===== config.mk =====
export PLATFORM = sky130hd
export DESIGN_NAME = scs_clock_switch
export DESIGN_NICKNAME = d
export VERILOG_FILES = /design/src/inc/scs_pkg.sv /design/src/hw/scs_clock_switch.sv /design/src/hw/scs_glitch_mux.sv /design/src/hw/scs_frac_div.sv
export VERILOG_INCLUDE_DIRS = /design/src /design/src/inc
export SDC_FILE = /design/constraint.sdc
export NUM_CORES = 1
export LEC_CHECK = 0
export BUFFER_PORTS_ARGS = -buffer_cell sky130_fd_sc_hd__buf_4
export CAP_MARGIN = 20
export CORE_MARGIN = 5
export CORE_UTILIZATION = 45
export DETAILED_ROUTE_END_ITERATION = 16
export PLACE_DENSITY = 0.67
export SYNTH_ARGS = -nofsm -noshare
export SYNTH_HDL_FRONTEND = slang
export SYNTH_SLANG_ARGS = --single-unit

===== constraint.sdc =====
create_clock -name ref_clk_i -period 5.9 [get_ports ref_clk_i]
set_clock_uncertainty 0.1 [all_clocks]
set_input_delay 0.295 -clock ref_clk_i [delete_from_list [all_inputs] [get_ports ref_clk_i]]
set_output_delay 0.295 -clock ref_clk_i [all_outputs]
set_load 0.02 [all_outputs]

===== src/inc/scs_cfg.svh =====
// Offsets, field positions, reset values and timing counts of the system clock switch
`ifndef SCS_CFG_SVH
`define SCS_CFG_SVH

// Register byte offsets
`define SCS_OFS_SLOW_TUNE     16'h000C
`define SCS_OFS_REF_DIV       16'h0010
`define SCS_OFS_BIAS          16'h4004
`define SCS_OFS_FAST_TUNE     16'h4008
`define SCS_OFS_CRYSTAL_CTRL  16'h401C
`define SCS_OFS_CPU_CLOCK     16'h4020
`define SCS_OFS_IRQ_STATUS    16'h4024
`define SCS_OFS_IRQ_MASK      16'h4028
`define SCS_OFS_CLOCK_STATUS  16'h402C

// Reset values
`define SCS_RST_SLOW_TUNE     4'h0
`define SCS_RST_REF_DIV       16'h5000
`define SCS_RST_BIAS          4'hF
`define SCS_RST_FAST_TUNE     5'h17
`define SCS_RST_CRYSTAL_CTRL  2'h0
`define SCS_RST_CPU_SEL       1'h0
`define SCS_RST_IRQ           3'h0

// Field positions
`define SCS_BIT_MAIN_SEL      0
`define SCS_BIT_CRYSTAL_EN    1
`define SCS_BIT_CPU_SEL       0
`define SCS_IRQ_CRYSTAL_FAIL  0
`define SCS_IRQ_FLASH_FORCE   1
`define SCS_IRQ_SWITCH_DONE   2
`define SCS_REF_INT_MSB       15
`define SCS_REF_INT_LSB       11
`define SCS_REF_FRAC_MSB      10

// Timing: crystal declared dead after this long without an edge
`define SCS_CLK_MHZ           250
`define SCS_XTAL_FAIL_NS      1000
`define SCS_XTAL_FAIL_CYC     ((`SCS_XTAL_FAIL_NS * `SCS_CLK_MHZ) / 1000)

`endif


===== src/inc/scs_pkg.sv =====
// Types shared by the system clock switch
package scs_pkg;

  // One register bus request
  typedef struct packed {
    logic [15:0] addr;
    logic [31:0] wdata;
    logic        wr;
    logic        rd;
  } scs_bus_req_t;

  // Software configuration that steers the clock tree
  typedef struct packed {
    logic [3:0]  slow_tune;
    logic [15:0] ref_div;
    logic [3:0]  bias;
    logic [4:0]  fast_tune;
    logic        crystal_en;
    logic        main_sel;
    logic        cpu_sel;
  } scs_cfg_t;

endpackage


===== src/hw/scs_clock_switch.sv =====
// System clock generation and switching with register port and crystal failover
`timescale 1ns/1ps
`default_nettype none
`include "scs_cfg.svh"

module scs_clock_switch (
  input  wire logic        ref_clk_i,
  input  wire logic        resetn_i,
  input  wire logic        fast_rc_osc_i,
  input  wire logic        fast_crystal_osc_i,
  input  wire logic        slow_rc_osc_10k_i,
  input  wire logic        slow_crystal_osc_i,
  input  wire logic        flash_busy_i,
  input  wire logic [15:0] addr_i,
  input  wire logic [31:0] wdata_i,
  input  wire logic        wr_i,
  input  wire logic        rd_i,
  output logic [31:0]      rdata_o,
  output logic             main_clock_o,
  output logic             periph_clock_o,
  output logic             processor_clock_o,
  output logic             ram_clock_o,
  output logic             ref_clock_1k_o,
  output logic             slow_crystal_clock_o,
  output logic             crystal_enable_o,
  output logic [3:0]       crystal_bias_o,
  output logic [4:0]       fast_rc_tune_o,
  output logic [3:0]       slow_rc_tune_o,
  output logic             main_is_crystal_o,
  output logic             radio_clock_ok_o,
  output logic             nmi_o,
  output logic             irq_o
);

  localparam logic [8:0] FAIL_CYC = 9'(`SCS_XTAL_FAIL_CYC);

  scs_pkg::scs_bus_req_t req;
  scs_pkg::scs_cfg_t     cfg;
  logic [2:0]            irq_status;
  logic [2:0]            irq_mask;

  // Bundle the bus request
  assign req = '{addr: addr_i, wdata: wdata_i, wr: wr_i, rd: rd_i};

  // Address decode
  wire hit_slow_tune = req.addr == `SCS_OFS_SLOW_TUNE;
  wire hit_ref_div   = req.addr == `SCS_OFS_REF_DIV;
  wire hit_bias      = req.addr == `SCS_OFS_BIAS;
  wire hit_fast_tune = req.addr == `SCS_OFS_FAST_TUNE;
  wire hit_xtal_ctrl = req.addr == `SCS_OFS_CRYSTAL_CTRL;
  wire hit_cpu_clock = req.addr == `SCS_OFS_CPU_CLOCK;
  wire hit_irq_stat  = req.addr == `SCS_OFS_IRQ_STATUS;
  wire hit_irq_mask  = req.addr == `SCS_OFS_IRQ_MASK;
  wire hit_clk_stat  = req.addr == `SCS_OFS_CLOCK_STATUS;

  // Clock tree wires
  logic main_clk;
  logic main_cur_sel;
  logic cpu_clk;
  logic cpu_cur_sel;
  logic ram_clk;
  logic ref_clk_1k;
  logic main_d;
  logic main_rise;
  logic periph_clk;

  // Crystal watchdog wires
  logic       xtal_d;
  logic       xtal_edge;
  logic [8:0] xtal_idle;
  logic       watch_on;
  logic       xtal_fail;
  logic       failover;

  // Crystal is watched only while it is enabled and feeding the main clock
  assign xtal_edge = fast_crystal_osc_i != xtal_d;
  assign watch_on  = cfg.crystal_en && main_cur_sel;
  assign xtal_fail = watch_on && (xtal_idle == FAIL_CYC - 9'h001);

  // Idle counter restarts on every crystal transition
  always_ff @(posedge ref_clk_i) begin
    if (!resetn_i) begin
      xtal_d    <= 1'b0;
      xtal_idle <= 9'h000;
      failover  <= 1'b0;
    end else begin
      xtal_d    <= fast_crystal_osc_i;
      xtal_idle <= (xtal_edge || !watch_on || xtal_fail) ? 9'h000 : xtal_idle + 9'h001;
      // Failover holds until the main mux has left the crystal
      if (xtal_fail) begin
        failover <= 1'b1;
      end else if (!main_cur_sel) begin
        failover <= 1'b0;
      end
    end
  end

  // Main clock: RC when 0, crystal when 1; the crystal must also be powered
  scs_glitch_mux u_main_mux (
    .ref_clk_i (ref_clk_i),
    .resetn_i  (resetn_i),
    .clk_a_i   (fast_rc_osc_i),
    .clk_b_i   (fast_crystal_osc_i),
    .sel_i     (cfg.main_sel && cfg.crystal_en && !failover),
    .force_i   (failover),
    .clk_o     (main_clk),
    .cur_sel_o (main_cur_sel)
  );

  // Peripheral clock toggles on each main rising edge, so it is exactly half
  assign main_rise = main_clk && !main_d;

  always_ff @(posedge ref_clk_i) begin
    if (!resetn_i) begin
      main_d     <= 1'b0;
      periph_clk <= 1'b0;
    end else begin
      main_d <= main_clk;
      if (main_rise) begin
        periph_clk <= !periph_clk;
      end
    end
  end

  // CPU source: flash work pins it at 12 MHz, which is main on RC, peripheral on crystal
  wire cpu_normal_sel = cfg.cpu_sel;
  wire cpu_flash_sel  = !main_cur_sel;
  wire cpu_eff_sel    = flash_busy_i ? cpu_flash_sel : cpu_normal_sel;

  scs_glitch_mux u_cpu_mux (
    .ref_clk_i (ref_clk_i),
    .resetn_i  (resetn_i),
    .clk_a_i   (periph_clk),
    .clk_b_i   (main_clk),
    .sel_i     (cpu_eff_sel),
    .force_i   (1'b0),
    .clk_o     (cpu_clk),
    .cur_sel_o (cpu_cur_sel)
  );

  // RAM takes the inverted CPU select bit, not the flash override, so it runs at twice the peripheral rate while cpu_sel is 0
  scs_glitch_mux u_ram_mux (
    .ref_clk_i (ref_clk_i),
    .resetn_i  (resetn_i),
    .clk_a_i   (periph_clk),
    .clk_b_i   (main_clk),
    .sel_i     (!cfg.cpu_sel),
    .force_i   (1'b0),
    .clk_o     (ram_clk),
    .cur_sel_o ()
  );

  // Reference clock divider, integer and fraction straight from software
  scs_frac_div u_ref_div (
    .ref_clk_i  (ref_clk_i),
    .resetn_i   (resetn_i),
    .src_i      (slow_rc_osc_10k_i),
    .div_int_i  (cfg.ref_div[`SCS_REF_INT_MSB:`SCS_REF_INT_LSB]),
    .div_frac_i (cfg.ref_div[`SCS_REF_FRAC_MSB:0]),
    .clk_o      (ref_clk_1k)
  );

  // Interrupt events
  logic flash_d;
  logic main_sel_d;
  wire  flash_start = flash_busy_i && !flash_d;
  wire  switch_done = main_cur_sel != main_sel_d;
  wire  [2:0] irq_set = {switch_done, flash_start, xtal_fail};
  wire  [2:0] irq_clr = (req.rd && hit_irq_stat) ? irq_status : 3'h0;
  wire  [2:0] next_irq_status = (irq_status & ~irq_clr) | irq_set;

  // Software-visible configuration; failover pulls the main select back to RC
  always_ff @(posedge ref_clk_i) begin
    if (!resetn_i) begin
      cfg.slow_tune  <= `SCS_RST_SLOW_TUNE;
      cfg.ref_div    <= `SCS_RST_REF_DIV;
      cfg.bias       <= `SCS_RST_BIAS;
      cfg.fast_tune  <= `SCS_RST_FAST_TUNE;
      cfg.crystal_en <= 1'((`SCS_RST_CRYSTAL_CTRL >> `SCS_BIT_CRYSTAL_EN));
      cfg.main_sel   <= 1'b0;
      cfg.cpu_sel    <= `SCS_RST_CPU_SEL;
      irq_mask       <= `SCS_RST_IRQ;
    end else begin
      if (req.wr && hit_slow_tune) begin
        cfg.slow_tune <= req.wdata[3:0];
      end
      if (req.wr && hit_ref_div) begin
        cfg.ref_div <= req.wdata[15:0];
      end
      if (req.wr && hit_bias) begin
        cfg.bias <= req.wdata[3:0];
      end
      if (req.wr && hit_fast_tune) begin
        cfg.fast_tune <= req.wdata[4:0];
      end
      if (req.wr && hit_xtal_ctrl) begin
        cfg.crystal_en <= req.wdata[`SCS_BIT_CRYSTAL_EN];
      end
      // Failure wins over a same-cycle write of the select
      if (xtal_fail) begin
        cfg.main_sel <= 1'b0;
      end else if (req.wr && hit_xtal_ctrl) begin
        cfg.main_sel <= req.wdata[`SCS_BIT_MAIN_SEL];
      end
      if (req.wr && hit_cpu_clock) begin
        cfg.cpu_sel <= req.wdata[`SCS_BIT_CPU_SEL];
      end
      if (req.wr && hit_irq_mask) begin
        irq_mask <= req.wdata[2:0];
      end
    end
  end

  // Read data mux; unmapped addresses read zero
  wire [31:0] rd_clk_stat = {26'h0, flash_busy_i, failover, cpu_cur_sel, main_cur_sel,
                             cfg.crystal_en, radio_clock_ok_o};
  wire [31:0] rd_mux =
      hit_slow_tune ? {28'h0, cfg.slow_tune} :
      hit_ref_div   ? {16'h0, cfg.ref_div} :
      hit_bias      ? {28'h0, cfg.bias} :
      hit_fast_tune ? {27'h0, cfg.fast_tune} :
      hit_xtal_ctrl ? {30'h0, cfg.crystal_en, cfg.main_sel} :
      hit_cpu_clock ? {31'h0, cfg.cpu_sel} :
      hit_irq_stat  ? {29'h0, irq_status} :
      hit_irq_mask  ? {29'h0, irq_mask} :
      hit_clk_stat  ? rd_clk_stat :
      32'h0000_0000;

  // Status, read data and event outputs; set wins over read-clear
  always_ff @(posedge ref_clk_i) begin
    if (!resetn_i) begin
      irq_status <= `SCS_RST_IRQ;
      flash_d    <= 1'b0;
      main_sel_d <= 1'b0;
      rdata_o    <= 32'h0000_0000;
      nmi_o      <= 1'b0;
      irq_o      <= 1'b0;
    end else begin
      irq_status <= next_irq_status;
      flash_d    <= flash_busy_i;
      main_sel_d <= main_cur_sel;
      rdata_o    <= req.rd ? rd_mux : 32'h0000_0000;
      nmi_o      <= xtal_fail;
      irq_o      <= |(next_irq_status & irq_mask);
    end
  end

  // Clock and control outputs, all registered
  always_ff @(posedge ref_clk_i) begin
    if (!resetn_i) begin
      main_clock_o         <= 1'b0;
      periph_clock_o       <= 1'b0;
      processor_clock_o    <= 1'b0;
      ram_clock_o          <= 1'b0;
      ref_clock_1k_o       <= 1'b0;
      slow_crystal_clock_o <= 1'b0;
      crystal_enable_o     <= 1'b0;
      crystal_bias_o       <= `SCS_RST_BIAS;
      fast_rc_tune_o       <= `SCS_RST_FAST_TUNE;
      slow_rc_tune_o       <= `SCS_RST_SLOW_TUNE;
      main_is_crystal_o    <= 1'b0;
      radio_clock_ok_o     <= 1'b0;
    end else begin
      main_clock_o         <= main_clk;
      periph_clock_o       <= periph_clk;
      processor_clock_o    <= cpu_clk;
      ram_clock_o          <= ram_clk;
      ref_clock_1k_o       <= ref_clk_1k;
      slow_crystal_clock_o <= slow_crystal_osc_i;
      crystal_enable_o     <= cfg.crystal_en;
      crystal_bias_o       <= cfg.bias;
      fast_rc_tune_o       <= cfg.fast_tune;
      slow_rc_tune_o       <= cfg.slow_tune;
      main_is_crystal_o    <= main_cur_sel;
      // Radio timing is only trusted on the crystal
      radio_clock_ok_o     <= main_cur_sel && cfg.crystal_en && !failover;
    end
  end

endmodule

`default_nettype wire


===== src/hw/scs_glitch_mux.sv =====
// Glitch-free two-way selector for sampled clock waveforms
`timescale 1ns/1ps
`default_nettype none

module scs_glitch_mux (
  input  wire logic ref_clk_i,
  input  wire logic resetn_i,
  input  wire logic clk_a_i,
  input  wire logic clk_b_i,
  input  wire logic sel_i,
  input  wire logic force_i,
  output logic      clk_o,
  output logic      cur_sel_o
);

  logic cur_src;
  logic new_src;
  logic swap_ok;
  logic next_sel;

  // Unforced, hand over only while both sides are low, so no pulse is shortened
  assign cur_src  = cur_sel_o ? clk_b_i : clk_a_i;
  assign new_src  = sel_i ? clk_b_i : clk_a_i;
  assign swap_ok  = (sel_i != cur_sel_o) && !new_src && (!cur_src || force_i);
  assign next_sel = swap_ok ? sel_i : cur_sel_o;

  // A dead source may sit high forever; force lets the switch leave it
  always_ff @(posedge ref_clk_i) begin
    if (!resetn_i) begin
      cur_sel_o <= 1'b0;
      clk_o     <= 1'b0;
    end else begin
      cur_sel_o <= next_sel;
      clk_o     <= next_sel ? clk_b_i : clk_a_i;
    end
  end

endmodule

`default_nettype wire


===== src/hw/scs_frac_div.sv =====
// Fractional-N divider making the 1 kHz reference from the 10 kHz oscillator
`timescale 1ns/1ps
`default_nettype none

module scs_frac_div (
  input  wire logic        ref_clk_i,
  input  wire logic        resetn_i,
  input  wire logic        src_i,
  input  wire logic [4:0]  div_int_i,
  input  wire logic [10:0] div_frac_i,
  output logic             clk_o
);

  logic        src_d;
  logic        src_rise;
  logic [4:0]  cnt;
  logic [10:0] frac_acc;
  logic [11:0] frac_sum;
  logic [4:0]  int_eff;
  logic [5:0]  period;
  logic        wrap;
  logic [4:0]  next_cnt;

  // Ratios below two cannot form a square wave
  assign src_rise = src_i && !src_d;
  assign int_eff  = (div_int_i < 5'h02) ? 5'h02 : div_int_i;
  assign frac_sum = {1'b0, frac_acc} + {1'b0, div_frac_i};
  assign period   = {1'b0, int_eff} + {5'h00, frac_sum[11]};
  assign wrap     = ({1'b0, cnt} + 6'h01) >= period;
  assign next_cnt = wrap ? 5'h00 : cnt + 5'h01;

  // Count source edges; the fraction stretches a period by one edge
  always_ff @(posedge ref_clk_i) begin
    if (!resetn_i) begin
      src_d    <= 1'b0;
      cnt      <= 5'h00;
      frac_acc <= 11'h000;
      clk_o    <= 1'b0;
    end else begin
      src_d <= src_i;
      if (src_rise) begin
        cnt   <= next_cnt;
        clk_o <= next_cnt < {1'b0, int_eff[4:1]};
        if (wrap) begin
          frac_acc <= frac_sum[10:0];
        end
      end
    end
  end

endmodule

`default_nettype wire


# ---- After elaboration in Yosys (flattened, before gate mapping)
# Cells that the tools add are included.
dict set report totals {
  out_inout_bits 56
  mem_count 0
  register_bits 131
  ramBits 0
  in_bits 57
  wordCells 144
  romBits 0
  latchBits 0
}
dict set report op_classes {
  bitwise_logic 6
  eq_ne 16
  add_sub_neg 5
  reduce_logical 46
  n_div 0
  order_cmp 3
  n_mul 0
  muxes 27
  shift 0
}
# operator n
set ops {}
lappend ops {{16-bit by 15-bit equality test with 1-bit output (second input constant)} 7}
lappend ops {{6-bit two-way mux} 7}
lappend ops {{1-bit logical AND} 22}
lappend ops {{16-bit by 4-bit equality test with 1-bit output (second input constant)} 1}
lappend ops {{16-bit by 5-bit equality test with 1-bit output (second input constant)} 1}
lappend ops {{16-bit two-way mux} 1}
lappend ops {{1-bit two-way mux} 15}
lappend ops {{1-bit logical NOT} 14}
lappend ops {{11-bit by 11-bit adder with 12-bit output} 1}
lappend ops {{5-bit two-way mux} 2}
lappend ops {{10-bit OR reduction} 1}
lappend ops {{9-bit by 1-bit adder with 9-bit output (second input constant)} 1}
lappend ops {{9-bit by 8-bit equality test with 1-bit output (second input constant)} 1}
lappend ops {{5-bit by 1-bit adder with 6-bit output} 1}
lappend ops {{5-bit by 1-bit adder with 6-bit output (second input constant)} 1}
lappend ops {{3-bit bitwise AND} 2}
lappend ops {{6-bit >= comparator} 1}
lappend ops {{3-bit OR reduction} 2}
lappend ops {{5-bit by 1-bit adder with 5-bit output (second input constant)} 1}
lappend ops {{5-bit by 2-bit less-than comparator with 1-bit output (second input constant)} 1}
lappend ops {{5-bit by 4-bit less-than comparator with 1-bit output} 1}
lappend ops {{1-bit inequality test} 5}
lappend ops {{4-bit two-way mux} 1}
lappend ops {{2-bit AND reduction} 2}
lappend ops {{other kinds (7)} 11}

# ---- Logic depth before layout (Yosys ltp)
dict set report logic_depth {
  ltp_word 10
  depth_mapped 22
  mapped_depth_nobuf 21
}

# ---- By module
# From an unflattened synthesis, not the netlist that was laid out.
dict set report hier_totals {
  hier_cells 636
  hier_area_um2 5666.7
}
# mod area_each_um2 n_inst cells_each
set by_module_without_submodules {}
lappend by_module_without_submodules {scs_clock_switch 3757.4 1 405}
lappend by_module_without_submodules {scs_frac_div 1601.5 1 189}
lappend by_module_without_submodules {scs_glitch_mux 102.6 3 14}

# ---- Worst setup path before layout
# No wires, ideal clock.
dict set report synth_path {
  path_type {reg-to-reg}
  from {register cfg[13] (netlist name)}
  to {register u_ref_div.clk_o}
  t_required_ps 5741
  stages_incl_launch_ff 21
  path_buffers 0
  synth_period_minus_slack_ps 4239
  arrival_ps 4079
  setup_ps 59
  setup_slack_ps 1661
  path_cell_list {dfxtp_1 -> ha_1 -> a211oi_1 -> o21ai_0 -> a21boi_0 -> nor2b_1 -> o21ai_0 -> nand2b_1 -> ha_1 -> ha_1 -> inv_1 -> ha_1 -> a211o_1 -> a21oi_1 -> o21a_1 -> and2_1 -> ha_1 -> a21oi_1 -> o21ai_0 -> a2111oi_0 -> a22o_1}
}
dict set report synth_via {
  elab_chain_cells 5
}
# element line
set synth_rtl {}
lappend synth_rtl {{from (decl)} scs_clock_switch.sv:38} ;# scs_pkg::scs_cfg_t cfg;
lappend synth_rtl {{11-bit by 11-bit adder with 12-bit output} scs_frac_div.sv:27} ;# assign frac_sum = {1'b0, frac_acc} + {1'b0, div_frac_i};
lappend synth_rtl {{5-bit by 1-bit adder with 6-bit output} scs_frac_div.sv:28} ;# assign period = {1'b0, int_eff} + {5'h00, frac_sum[11]};
lappend synth_rtl {{6-bit >= comparator} scs_frac_div.sv:29} ;# assign wrap = ({1'b0, cnt} + 6'h01) >= period;
lappend synth_rtl {{5-bit two-way mux} scs_frac_div.sv:30} ;# assign next_cnt = wrap ? 5'h00 : cnt + 5'h01;
lappend synth_rtl {{named net u_ref_div.next_cnt[2]} scs_frac_div.sv:22} ;# logic [4:0] next_cnt;
lappend synth_rtl {{5-bit by 4-bit less-than comparator with 1-bit output} scs_frac_div.sv:43} ;# clk_o <= next_cnt < {1'b0, int_eff[4:1]};
lappend synth_rtl {{to (signal assigned)} scs_frac_div.sv:43}
lappend synth_rtl {{to (decl)} scs_frac_div.sv:11} ;# output logic clk_o
# The timed path passes the listed nets, and every way through them passes these cells.
# A chain may end at the register's enable or synchronous reset.

# ---- Final worst setup path
# Same ends and word-level chain as after synthesis.

==> results.md <==
* Reg clk slew, reported paths at 0.05 ns
* Reg power frac at 0.424
* Commonest non-fill, non-tap cells in the layout: dfxtp_1, buf_4, nand2_1
* First-pass detailed-route iteration total at 4
* Largest net degree at the start of global routing at about 50
* P_int at between 1000 and 1500 uW
* Sw power at 386 uW
* Die extent in x at around 120 um
* Async S/R FF share, synth at 0
* IO Pins at about 110
* First-pass GRT wire length at slightly above 20 mm
* Area Overhead vs Synth at 23.7%
* Clk Latency, worst-skew pair at roughly 0.40 ns
* Layout cell share with drive strength beyond 1 at 0.186
* IO Port Bufs at 80
* EDFF count, synth at 0
* Cell Area, Synth at around 0.0053 mm2
* Critical path endpoint category: register
* Comb power frac at 0.049
* Fmax at about 210 MHz
* Arrival time at the worst endpoint at approximately 5.0 ns
* Max VDD drop at around 0.00021 V
* Setup TNS at 0 ns
* Initial core utilization at 0.461
* Pwr dens at between 200 and 300 mW/mm2
* M1 WL at roughly 5.4 mm
* CTS tree: built
* Core footprint at roughly 0.012 mm2
* Hold Crit Class: in2reg
* Fin crit period at about 4.8 ns
* Worst slew pin tran at a little under 1 ns
* Unrepaired setup endpoints after global routing: no
* Final WL at approximately 12 mm
* Headroom to the max-slew limit at 0.335
* Cts repair resizes at 0
* CP required at approximately 6.1 ns
* Count of final hold-check violations at 0
* Top sig layer: met4
* Yosys reg bits at 115
* Post-DRT Antenna Nets at 0
* Final RePlAce weighted congestion at between 0.8 and 0.9
* Crit Path Class: reg2reg
* Vias in the first global route at approximately 4.2k
* Switching share of power at 0.207
* Max Cap Violations at 0
* Post-DR vias/cell at between 5 and 6
* Vias at between 4k and 5k
* Num CTS Buffers at 17
* Seq/Total Area, Yosys at 0.433
* Die Footprint at ~0.014 mm2
* Slew Viols, Final at 0
* Met2 wire len at ~5.7 mm
* All-Layer GR Usage at 0.175
* Ant. Diodes at 0
* Syn Inst Count at between 500 and 600
* Avg WL per Cell at around 15 um
* Std-Cell Rows at 39
* Post-layout net count at 755
* Primary FF master, synth: dfxtp_1
* Root buf cell: clkbuf_16
* Max FO, Critical Path at 9
* GRT Residual Overflow at 0
* Final-report setup violation count at 0
* Routed met3 length at roughly 700 um
* Max Buffers Root-to-Sink at 2
* # DRC at 0
* Die Span Y at about 120 um
* Fin crit share at 0.811
* Distinct cells, synth at 62
* Hold_ws at 0.0190 ns
* Post-Layout Cell Count at a little over 800
* Initial antenna violation count at 0
* CTS HTree Levels at 4
* Status: completed
* Lkg Pwr at 0.00275 uW
* Hpwl dp at a little under 9 mm
* Warnings, synthesis at 0
* Clock power frac at 0.528
* Clock Sinks at between 100 and 150
* Most common cell after layout, fill and taps aside: dfxtp_1
* Worst Setup Start Kind: register
* Starting DRT DRC Count at ~260
* Post-Place Cells at between 700 and 800
* Average cell area after synthesis at ~9.0 um2
-- cell type report --
cell class | count | area, um2
clock buffers | 25 | 536
clock inverters | 4 | 45.0
fillers | 1031 | 4950
inverters | 17 | 63.8
multi-input cells | 436 | 2800
flip-flops and latches | 115 | 2300
well taps | 143 | 179
repair buffers | 85 | 643
-- cells by family after synthesis --
kind of cell	after synthesis	share of synthesized area
xor+xnor	25	0.0412
compound gates	109	0.132
simple gates	237	0.231
buf+inv	56	0.0518
other cells	1	0.000706
flops	115	0.433
fa+ha+maj	26	0.0627
mux	23	0.0464
-- sequential cells by signal (all words and copies together), names as in the netlist, 3 cells and up, named ones only --
| name | count |
|---|---|
| fast_rc_tune_o | 5 |
| u_ref_div.frac_acc | 11 |
| slow_rc_tune_o | 4 |
| rdata_o | 16 |
| irq_status | 3 |
| u_ref_div.cnt | 5 |
| xtal_idle | 9 |
| crystal_bias_o | 4 |
| cfg | 31 |
| irq_mask | 3 |
-- through the flow --
step	instance area, um2	setup WS [ns]	power (uW)	utilization
6_report	6570	1.12	1870	0.571
5_1_grt	6570	0.721	1930	0.571
4_1_cts	6570	1.12	1890	0.571
3_5_place_dp	5970	1.13	897	0.518
3_3_place_gp	5970	1.23	896	0.518
2_1_floorplan	5370	1.66	864	-
-- what timing repair did --
action | CTS | global route
buffers inserted | 0 | 0
hold buffers | 2 | 0
hold endpoints to repair | 2 | 0
-- synthesized netlist by cell type (3+ instances only) --
library cell,instances,area (um2)
dfxtp_1,115,2300
nand2_1,75,282
nor2_1,53,199
a21oi_1,43,215
and2_1,25,156
ha_1,25,313
clkbuf_1,19,71.3
mux2i_1,19,190
nand3_1,19,95.1
o21ai_0,18,90.1
inv_1,17,63.8
buf_4,16,120
xnor2_1,16,140
nand2b_1,13,81.3
nor3_1,10,50.1
xor2_1,9,78.8
nor2b_1,7,43.8
nor4_1,6,37.5
o211ai_1,5,37.5
a211oi_1,4,30.0
a21o_1,4,30.0
and3_1,4,25.0
buf_2,4,20.0
nor4b_1,4,35.0
o21a_1,4,30.0
o22ai_1,4,25.0
or3_1,4,25.0
a22oi_1,3,22.5
mux2_2,3,33.8
nand4_1,3,18.8
-- power by group through the flow --
stage                     registers [uW]  clock network (uW)  logic [uW]
after floorplan                      808                   0        55.4
after global placement               807                   0        88.7
after detailed placement             807                   0        90.0
after CTS                            792                1000        91.2
after global routing                 792                1040         100
final                                792                 986        90.8
-- worst max-delay path: stages, from the launching register on --
cell       delay, ns
dfxtp_1         0.42
ha_1            0.28
a211oi_1        0.37
o21ai_0         0.15
a21boi_0        0.29
nor2b_1         0.09
o21ai_0         0.15
nand2b_1        0.08
ha_1            0.22
ha_1            0.28
inv_1           0.04
ha_1            0.26
a211o_1         0.25
a21oi_1         0.20
o21a_1          0.32
and2_1          0.17
ha_1            0.25
a21oi_1         0.12
o21ai_0         0.08
a2111oi_0       0.43
a22o_1          0.18
-- worst paths after layout --
check	from	to	slack [ns]	depth (start not counted)
worst max register to register	cfg[13]$_SDFFE_PN0P_	u_ref_div.clk_o$_SDFFE_PN0P_	1.12	20
worst min register to register	u_ram_mux.clk_o$_SDFF_PN0_	ram_clock_o$_SDFF_PN0_	0.35	1
worst max-delay path	cfg[13]$_SDFFE_PN0P_	u_ref_div.clk_o$_SDFFE_PN0P_	1.12	20
worst min-delay path	wdata_i[12]	cfg[24]$_SDFFE_PN1P_	0.02	3
-- metal layers --
| metal | global-route usage | vias to the layer above |
|---|---|---|
| li1 | - | 2184 |
| met1 | 0.220 | 2030 |
| met2 | 0.284 | 133 |
| met3 | 0.0487 | 17 |
| met4 | 0.0702 | 0 |
| met5 | 0 | - |
Note: power is estimated with default switching activity, not from simulation.
